===== src/wdog_cfg_pkg.sv =====
package wdog_cfg_pkg;

    // Register addresses (zero-based holding register addresses)
    localparam logic [15:0] ADDR_SETPOINT = 16'h0000;
    localparam logic [15:0] ADDR_OVERRIDE = 16'h0001;
    localparam logic [15:0] ADDR_FAULT_INFO = 16'h0068;
    localparam logic [15:0] ADDR_FAIL_POS = 16'h006C;
    localparam logic [15:0] ADDR_WD_TIMEOUT = 16'h006D;
    localparam logic [15:0] ADDR_SP_SOURCE = 16'h0076;
    localparam logic [15:0] ADDR_BRIDGE_TIME = 16'h00BD;
    localparam logic [15:0] ADDR_FS_POS = 16'h00BE;

    // Field positions
    localparam int FAULT_WDOG_BIT = 10;

    // Value ranges and defaults
    localparam logic [15:0] WD_TIMEOUT_MAX = 16'h0E10;
    localparam logic [15:0] WD_TIMEOUT_FAIL_DEFAULT = 16'h0078;
    localparam logic [15:0] BRIDGE_TIME_MAX = 16'h000A;
    localparam logic [15:0] FS_POS_MAX = 16'h2710;
    localparam logic [15:0] FAIL_POS_MAX = 16'h0003;
    localparam logic [15:0] SP_SOURCE_MAX = 16'h0001;
    localparam logic [15:0] REG_DEACTIVATED = 16'hFFFF;

    // Reset values
    localparam logic [15:0] RST_WD_TIMEOUT = 16'h0000;
    localparam logic [15:0] RST_BRIDGE_TIME = 16'h0000;
    localparam logic [15:0] RST_FS_POS = 16'h0000;

    // Timing
    localparam int CLK_PERIOD_NS = 4;
    localparam int SECOND_NS = 1000000000;
    localparam int CYCLES_PER_SEC = SECOND_NS / CLK_PERIOD_NS;

    typedef enum logic [1:0]
    {
        FAIL_HOLD = 2'b00,
        FAIL_CLOSE = 2'b01,
        FAIL_OPEN = 2'b10,
        FAIL_MID = 2'b11
    } fail_pos_t;

    typedef enum logic
    {
        SRC_ANALOG = 1'b0,
        SRC_BUS = 1'b1
    } sp_source_t;

    localparam fail_pos_t RST_FAIL_POS = FAIL_HOLD;
    localparam sp_source_t RST_SP_SOURCE = SRC_BUS;

endpackage


===== src/sec_timer_if.sv =====
`timescale 1ns/1ns
interface sec_timer_if;
    logic start;
    logic run;
    logic [15:0] limit_s;
    logic expired;

    modport timer
    (
        input start,
        input run,
        input limit_s,
        output expired
    );

    modport user
    (
        output start,
        output run,
        output limit_s,
        input expired
    );
endinterface


===== src/bus_watchdog_failsafe.sv =====
`timescale 1ns/1ns
// Notes on behaviour
// - Fail selector: 0 hold,1 close,2 open,3 mid
// - No supervision out of reset; setpoint kept
// - Setpoint, override or timeout writes restart watchdog
// - Expiry with nonzero selector commands fail motion
// - Timeout 0..3600 seconds; zero disables watchdog
// - Timeout resets 0; becomes 120 with selector
// - Expiry sets watchdog bit in fault register
// - Analog source keeps bus monitoring inactive
// - Source selector: 0 analog, 1 bus, reset 1
// - Power loss: hold for bridging time first
// - Then move to fail-safe position, 0..10000
// - Watchdog indication is fault bit ten
module bus_watchdog_failsafe #(
    parameter int CYCLES_PER_SEC = wdog_cfg_pkg::CYCLES_PER_SEC
) (
    // Clock and reset
    input wire logic i_core_clk,
    input wire logic i_rstn,
    // Register access from the frame decoder
    input wire logic [15:0] i_reg_addr,
    input wire logic i_reg_wr,
    input wire logic [15:0] i_reg_wdata,
    input wire logic i_reg_rd,
    output logic [15:0] o_reg_rdata,
    output logic o_reg_rvalid,
    // Fault bits owned by other blocks
    input wire logic [15:0] i_other_fault_bits,
    // Pins
    input wire logic i_power_fail,
    input wire logic i_efs_variant,
    // Actuator commands and status
    output logic o_bus_fail_active,
    output logic [1:0] o_bus_fail_mode,
    output logic o_wdog_trip,
    output logic o_setpoint_origin_select,
    output logic o_bridge_hold,
    output logic o_failsafe_move,
    output logic [15:0] o_failsafe_position
);
    wdog_cfg_pkg::fail_pos_t fail_pos_q;
    wdog_cfg_pkg::sp_source_t src_q;
    logic [15:0] wd_timeout_q, bridge_q, fs_pos_q, rdata_q;
    logic timeout_set_q, trip_q, fail_active_q, rvalid_q;
    logic pf_meta_q, pf_q, pf_prev_q;
    logic efs_meta_q, efs_q;
    logic hold_q, move_q;
    logic renew, to_write, fp_write, supervise;
    sec_timer_if wd_if ();
    sec_timer_if br_if ();

    function automatic logic wr_to(input logic [15:0] a, input logic [15:0] want);
        wr_to = i_reg_wr && (a == want);
    endfunction
    // Write decode; out-of-range values are ignored so settings stay legal
    assign renew = wr_to(i_reg_addr, wdog_cfg_pkg::ADDR_SETPOINT)
        || wr_to(i_reg_addr, wdog_cfg_pkg::ADDR_OVERRIDE);
    assign to_write = wr_to(i_reg_addr, wdog_cfg_pkg::ADDR_WD_TIMEOUT)
        && (i_reg_wdata <= wdog_cfg_pkg::WD_TIMEOUT_MAX);
    assign fp_write = wr_to(i_reg_addr, wdog_cfg_pkg::ADDR_FAIL_POS)
        && (i_reg_wdata <= wdog_cfg_pkg::FAIL_POS_MAX);
    // Supervision needs a nonzero timeout and the bus as setpoint source
    assign supervise = (wd_timeout_q != 16'h0000)
        && (src_q == wdog_cfg_pkg::SRC_BUS);
    // Watchdog timer hookup; a new limit restarts the count
    assign wd_if.start = renew || to_write;
    assign wd_if.run = supervise;
    assign wd_if.limit_s = wd_timeout_q;
    sec_timer #(.CYCLES_PER_SEC(CYCLES_PER_SEC)) u_wd_timer
    (
        .i_core_clk(i_core_clk),
        .i_rstn(i_rstn),
        .t(wd_if.timer)
    );
    // Fail position selector, with the 120 s default applied on first use
    always_ff @(posedge i_core_clk or negedge i_rstn)
    begin
        if (!i_rstn)
        begin
            fail_pos_q <= wdog_cfg_pkg::RST_FAIL_POS;
        end
        else if (fp_write)
        begin
            fail_pos_q <= wdog_cfg_pkg::fail_pos_t'(i_reg_wdata[1:0]);
        end
    end
    // Timeout register; only an untouched zero picks up the default
    always_ff @(posedge i_core_clk or negedge i_rstn)
    begin
        if (!i_rstn)
        begin
            wd_timeout_q <= wdog_cfg_pkg::RST_WD_TIMEOUT;
            timeout_set_q <= 1'b0;
        end
        else if (to_write)
        begin
            wd_timeout_q <= i_reg_wdata;
            timeout_set_q <= 1'b1;
        end
        else if (fp_write && (i_reg_wdata != 16'h0000) && !timeout_set_q
            && (wd_timeout_q == 16'h0000))
        begin
            wd_timeout_q <= wdog_cfg_pkg::WD_TIMEOUT_FAIL_DEFAULT;
        end
    end
    // Source selector and power-loss settings
    always_ff @(posedge i_core_clk or negedge i_rstn)
    begin
        if (!i_rstn)
        begin
            src_q <= wdog_cfg_pkg::RST_SP_SOURCE;
            bridge_q <= wdog_cfg_pkg::RST_BRIDGE_TIME;
            fs_pos_q <= wdog_cfg_pkg::RST_FS_POS;
        end
        else
        begin
            if (wr_to(i_reg_addr, wdog_cfg_pkg::ADDR_SP_SOURCE)
                && (i_reg_wdata <= wdog_cfg_pkg::SP_SOURCE_MAX))
            begin
                src_q <= wdog_cfg_pkg::sp_source_t'(i_reg_wdata[0]);
            end
            if (wr_to(i_reg_addr, wdog_cfg_pkg::ADDR_BRIDGE_TIME)
                && (i_reg_wdata <= wdog_cfg_pkg::BRIDGE_TIME_MAX))
            begin
                bridge_q <= i_reg_wdata;
            end
            if (wr_to(i_reg_addr, wdog_cfg_pkg::ADDR_FS_POS)
                && (i_reg_wdata <= wdog_cfg_pkg::FS_POS_MAX))
            begin
                fs_pos_q <= i_reg_wdata;
            end
        end
    end
    // Trip flag: a clearing renew wins, as its restart masks expiry in the same cycle
    always_ff @(posedge i_core_clk or negedge i_rstn)
    begin
        if (!i_rstn)
        begin
            trip_q <= 1'b0;
            fail_active_q <= 1'b0;
        end
        else
        begin
            if (wd_if.expired)
            begin
                trip_q <= 1'b1;
            end
            else if (renew)
            begin
                trip_q <= 1'b0;
            end
            // Selector 0 keeps the last setpoint, so no motion is commanded
            fail_active_q <= wd_if.expired
                && (fail_pos_q != wdog_cfg_pkg::FAIL_HOLD);
        end
    end
    // Pin synchronisers for power fail and variant strap
    always_ff @(posedge i_core_clk or negedge i_rstn)
    begin
        if (!i_rstn)
        begin
            pf_meta_q <= 1'b0;
            pf_q <= 1'b0;
            pf_prev_q <= 1'b0;
            efs_meta_q <= 1'b0;
            efs_q <= 1'b0;
        end
        else
        begin
            pf_meta_q <= i_power_fail;
            pf_q <= pf_meta_q;
            pf_prev_q <= pf_q;
            efs_meta_q <= i_efs_variant;
            efs_q <= efs_meta_q;
        end
    end
    // Bridging timer starts on the power-fail edge, electronic variants only
    assign br_if.start = pf_q && !pf_prev_q;
    assign br_if.run = pf_q && efs_q;
    assign br_if.limit_s = bridge_q;

    sec_timer #(.CYCLES_PER_SEC(CYCLES_PER_SEC)) u_br_timer
    (
        .i_core_clk(i_core_clk),
        .i_rstn(i_rstn),
        .t(br_if.timer)
    );
    // Hold during bridging (none for a zero time), then move to the fail-safe position
    always_ff @(posedge i_core_clk or negedge i_rstn)
    begin
        if (!i_rstn)
        begin
            hold_q <= 1'b0;
            move_q <= 1'b0;
        end
        else
        begin
            hold_q <= br_if.run && !br_if.expired && (bridge_q != 16'h0000);
            move_q <= br_if.expired;
        end
    end
    // Registered read port; foreign addresses answer as deactivated
    always_ff @(posedge i_core_clk or negedge i_rstn)
    begin
        if (!i_rstn)
        begin
            rdata_q <= 16'h0000;
            rvalid_q <= 1'b0;
        end
        else
        begin
            rvalid_q <= i_reg_rd;
            if (i_reg_rd)
            begin
                case (i_reg_addr)
                    wdog_cfg_pkg::ADDR_FAULT_INFO:
                    begin
                        rdata_q <= i_other_fault_bits;
                        rdata_q[wdog_cfg_pkg::FAULT_WDOG_BIT] <= trip_q;
                    end
                    wdog_cfg_pkg::ADDR_FAIL_POS: rdata_q <= {14'h0000, fail_pos_q};
                    wdog_cfg_pkg::ADDR_WD_TIMEOUT: rdata_q <= wd_timeout_q;
                    wdog_cfg_pkg::ADDR_SP_SOURCE: rdata_q <= {15'h0000, src_q};
                    wdog_cfg_pkg::ADDR_BRIDGE_TIME: rdata_q <= bridge_q;
                    wdog_cfg_pkg::ADDR_FS_POS: rdata_q <= fs_pos_q;
                    default: rdata_q <= wdog_cfg_pkg::REG_DEACTIVATED;
                endcase
            end
        end
    end
    // Outputs
    assign o_reg_rdata = rdata_q;
    assign o_reg_rvalid = rvalid_q;
    assign o_bus_fail_active = fail_active_q;
    assign o_bus_fail_mode = fail_pos_q;
    assign o_wdog_trip = trip_q;
    assign o_setpoint_origin_select = src_q;
    assign o_bridge_hold = hold_q;
    assign o_failsafe_move = move_q;
    assign o_failsafe_position = fs_pos_q;
endmodule


===== src/sec_timer.sv =====
`timescale 1ns/1ns
module sec_timer #(
    parameter int CYCLES_PER_SEC = wdog_cfg_pkg::CYCLES_PER_SEC
) (
    input wire logic i_core_clk,
    input wire logic i_rstn,
    sec_timer_if.timer t
);
    logic [31:0] pre_q;
    logic [15:0] sec_q;

    // Expiry holds until restart or until the timer is stopped
    assign t.expired = t.run && !t.start && (sec_q >= t.limit_s);

    // Prescaler and seconds count; counting freezes once expired
    always_ff @(posedge i_core_clk or negedge i_rstn)
    begin
        if (!i_rstn)
        begin
            pre_q <= 32'h0000_0000;
            sec_q <= 16'h0000;
        end
        else if (t.start || !t.run)
        begin
            pre_q <= 32'h0000_0000;
            sec_q <= 16'h0000;
        end
        else if (!t.expired)
        begin
            if (pre_q == 32'(CYCLES_PER_SEC - 1))
            begin
                pre_q <= 32'h0000_0000;
                sec_q <= sec_q + 16'h0001;
            end
            else
            begin
                pre_q <= pre_q + 32'h0000_0001;
            end
        end
    end
endmodule


===== config.mk =====
export PLATFORM = sky130hd
export DESIGN_NAME = bus_watchdog_failsafe
export DESIGN_NICKNAME = d
export VERILOG_FILES = /design/src/wdog_cfg_pkg.sv /design/src/sec_timer_if.sv /design/src/bus_watchdog_failsafe.sv /design/src/sec_timer.sv
export SDC_FILE = /design/constraint.sdc
export NUM_CORES = 1
export LEC_CHECK = 0
export BUFFER_PORTS_ARGS = -buffer_cell sky130_fd_sc_hd__buf_4
export CAP_MARGIN = 20
export CORE_ASPECT_RATIO = 2
export CORE_MARGIN = 5
export CORE_UTILIZATION = 40
export DETAILED_ROUTE_END_ITERATION = 8
export SLEW_MARGIN = 10
export SYNTH_ARGS = -nofsm -noshare
export SYNTH_HDL_FRONTEND = slang
export SYNTH_SLANG_ARGS = --single-unit

===== constraint.sdc =====
create_clock -name i_core_clk -period 3.55 [get_ports i_core_clk]
set_input_delay 0.355 -clock i_core_clk [delete_from_list [all_inputs] [get_ports i_core_clk]]
set_output_delay 0.355 -clock i_core_clk [all_outputs]
set_load 0.03 [all_outputs]

==> summary.txt <==
Power
  – Switching Share: 0.230
  – Comb pwr share: 0.038
  – Cell-internal power: slightly above 0.003 W
  – Sequential power share: 0.492
  – Psw: just over 0.0009 W
  – Leakage power: ~4.6 nW
  – Clock share of power: 0.470
  – PD cells: approximately 360 mW/mm^2
  – VDD IR max: between 200 and 300 uV

Critical path
  – Endpoint class of the critical path: flop
  – Reg2reg start: wd_if.limit_s[15]
  – Crit-path most repeated cell: a21oi_1
  – Reg2reg path depth: 9
  – Worst-path cell chain: inv_1 -> ha_1 -> nand4_1 -> nor4_1 -> a21oi_1 -> a21oi_4 -> buf_4 -> o21ai_0 -> a21oi_1
  – CP max FO: about 50
  – R2r endpoint: u_wd_timer.pre_q[3]
  – Slowest-stage cell, CP: a21oi_4
  – Setup CP Type: flop to flop
  – Slowest stage delay, CP: ~800 ps
  – FF-to-FF setup slack: between 500 and 600 ps
  – Required time of the worst setup path: ~3900 ps
  – Worst setup SP type: flop
  – Arr. time, crit path: 3420 ps

GRT
  – Overflow after GRT: 0
  – Global-route wire length before repair: 45.5 mm
  – Vias in the first global route: between 8,000 and 9,000
  – Largest net degree at the start of global routing: 69
  – Initial antenna violation count: 0
  – GRT Util Overall: 0.209

Clock tree
  – Clock sinks: approximately 170
  – Root Buffer Master: clkbuf_16
  – Total setup buffers inserted after CTS: 0
  – Max Root-Sink Buffers: 2
  – CTS HTree Levels: 4
  – Number of buffers created by CTS: 17
  – Clock Pin Slew Worst Setup and Hold Paths: around 70 ps
  – Cts repair resizes: 0
  – Clk Latency, worst-skew pair: approximately 450 ps
  – CTS tree: done

Floorplanning
  – Core area: between 0.02 and 0.025 sq mm
  – Die height: around 230 um
  – I/O pin count: 94
  – Die width: roughly 120 um
  – Initial Util: 0.407
  – DIE AREA: between 0.02 and 0.03 sq mm
  – FP Rows: 79

Drt
  – Number of iterations in the first detailed-routing pass: 5
  – DRT iter0 DRCs: 572
  – Top Metal Used: met4
  – WL final: between 20 and 30 mm
  – Wire length on met2: 15.2 mm
  – Routed WL per cell: 19.3 um
  – Final ANT Viol Nets: 0
  – Met1 WL: roughly 10 mm
  – Routed wl met3: roughly 1.1 mm
  – Vias per cell: just under 6
  – Via Count: 8,415
  – Drt drc: 0

Synthesis
  – Post-synthesis sequential area ratio: 0.458
  – Average cell area after synthesis: ~9.2 sq um
  – Synth Net Count: 1,127
  – Main flop type after synthesis: dfrtp_1
  – Synth Cell Area: 0.00950 sq mm
  – Post-synth EDFFs: 0
  – Netlist cell types: 63
  – Syn Inst Count: 1,037
  – Yosys warnings: 0
  – Ys async rst share: 1.00
  – FF+latch count, synth: between 150 and 200

Cells and area
  – Share of cells above drive strength 1: 0.160
  – Commonest non-fill, non-tap cells in the layout: dfrtp_1 (173), buf_4 (115), nand2_1 (97), nor2_1 (96), a21oi_1 (83)
  – Final Util: 0.482
  – Antenna Cells: 0
  – Fin nets: between 1,000 and 1,500
  – Commonest non-fill, non-tap cell in the layout: dfrtp_1
  – Area growth, synth to finish: 18.2%
  – Post-Layout Cell Count: between 1,000 and 1,500
  – Number of fillers in the final layout: 2,262

Placement
  – I/O Buffers: roughly 90
  – Post-placement cell count: between 1,000 and 1,500
  – Post-DP HPWL: between 20 and 25 mm
  – GP Congestion: ~0.89

STA
  – Unrepaired setup endpoints after global routing: no
  – Period utilization: 0.859
  – Slew HR: 0.348
  – Final setup viols: 0
  – Pins Over Slew Limit: 0
  – Peak Freq: 0.328 GHz
  – Worst slew pin tran: slightly below 1000 ps
  – Worst Skew: ~9.2 ps
  – Hold Worst Slack: between 150 and 200 ps
  – Fin. Hold Viols: 0
  – Min cycle time layout: 3050 ps
  – TNS Setup: 0 ps

Worst hold path
  – Hold Path Class: primary input to flop
  – Hold Crit Depth: 2
  – Hold Crit Start: i_reg_wdata[4]
  – Hold Path Sink: o_failsafe_position[4]

Status
  – Status: completed

Job
  – Max Cap Violations: 0
[sequential cells by signal, summed over array words and instances, names as in the netlist, 2 cells and up]
| register | count |
|---|---|
| u_br_timer.pre_q | 32 |
| u_wd_timer.pre_q | 32 |
| br_if.limit_s | 16 |
| o_failsafe_position | 16 |
| o_reg_rdata | 16 |
| u_br_timer.sec_q | 16 |
| u_wd_timer.sec_q | 16 |
| wd_if.limit_s | 16 |
| o_bus_fail_mode | 2 |
[cell usage after synthesis (4+ instances only)]
cell type | n | area, sq um
and2_1 | 10 | 62.6
and4_1 | 6 | 52.6
ha_1 | 36 | 450
or3_1 | 44 | 275
or4_1 | 13 | 97.6
inv_1 | 48 | 180
nand4_1 | 41 | 257
nor4b_1 | 4 | 35.0
and3_1 | 12 | 75.1
mux2i_1 | 7 | 70.1
nor2b_1 | 6 | 37.5
o31ai_1 | 8 | 60.1
nor3_1 | 22 | 110
o21ai_0 | 46 | 230
nor4_1 | 48 | 300
clkbuf_1 | 36 | 135
a22o_1 | 8 | 70.1
a22oi_1 | 5 | 37.5
nand2b_1 | 5 | 31.3
mux2_2 | 19 | 214
a21oi_1 | 84 | 420
nand2_1 | 97 | 364
xnor2_1 | 33 | 289
nor2_1 | 96 | 360
a31oi_1 | 13 | 81.3
dfrtp_1 | 173 | 4330
a222oi_1 | 15 | 150
nand3_1 | 48 | 240
[repair_timing]
action	in CTS	in global routing
hold buffers	3	0
setup endpoints to repair	0	0
endpoints found under the hold margin	66	0
[layout make-up]
| class | count | area (sq um) | area share |
|---|---|---|---|
| Sequential cell | 174 | 4360 | 0.388 |
| Tap cell | 283 | 354 | 0.0315 |
| Inverter | 48 | 180 | 0.0160 |
| Multi-Input combinational cell | 772 | 4810 | 0.428 |
| Clock inverter | 10 | 98.8 | 0.00880 |
| Timing Repair Buffer | 121 | 945 | 0.0841 |
| Clock buffer | 22 | 494 | 0.0440 |
[power groups by stage]
stage                     logic (W)  registers, W  clock network (W)
after floorplan           0.0000280       0.00203                  0
after global placement     0.000154       0.00203                  0
after detailed placement   0.000154       0.00203                  0
after CTS                  0.000158       0.00199            0.00194
after global routing       0.000171       0.00199            0.00202
final                      0.000154       0.00199            0.00190
[critical path: cells and delay by family (launching register included)]
kind / cells / cell delay (ps)
and+or+nand+nor: 2 / 540
AOI/OAI and AO/OA: 4 / 1250
DFF: 1 / 460
buffers and inverters: 2 / 400
adders and majority gates: 1 / 310
[metrics by stage]
stage                     instance area [sq um]  worst slack, ps  total power [W]
after floorplan                            9500              796          0.00206
after global placement                    10600              470          0.00218
after detailed placement                  10600              451          0.00218
after CTS                                 11200              486          0.00409
after global routing                      11200              131          0.00418
final                                     11200              501          0.00404
[worst max-delay path by stage]
stage / from / to / slack [ps] / cells after the start
6_report: wd_if.limit_s[15] / u_wd_timer.pre_q[3] / 500 / 9
5_1_grt: wd_if.limit_s[15] / u_wd_timer.pre_q[4] / 130 / 9
4_1_cts: wd_if.limit_s[15] / u_wd_timer.pre_q[7] / 490 / 9
3_5_place_dp: i_reg_addr[9] / u_wd_timer.pre_q[4] / 450 / 9
3_3_place_gp: i_reg_addr[13] / u_wd_timer.pre_q[8] / 470 / 9
2_1_floorplan: i_reg_addr[13] / u_wd_timer.pre_q[14] / 800 / 10
[kinds of logic after synthesis]
family	count (synthesis)	synth area share
DFF	174	0.458
xor gates and xnor gates	36	0.0332
buffers and inverters	91	0.0375
muxes	26	0.0299
and+or+nand+nor	477	0.266
adders and majority gates	36	0.0474
AOI/OAI and AO/OA	197	0.128
[metal layers]
layer,GRT usage,vias to the layer above
met5,0,-
met4,0.114,0
met3,0.0438,66
met2,0.390,228
met1,0.214,4100
li1,-,4021
Note: power is estimated with default switching activity, not from simulation.
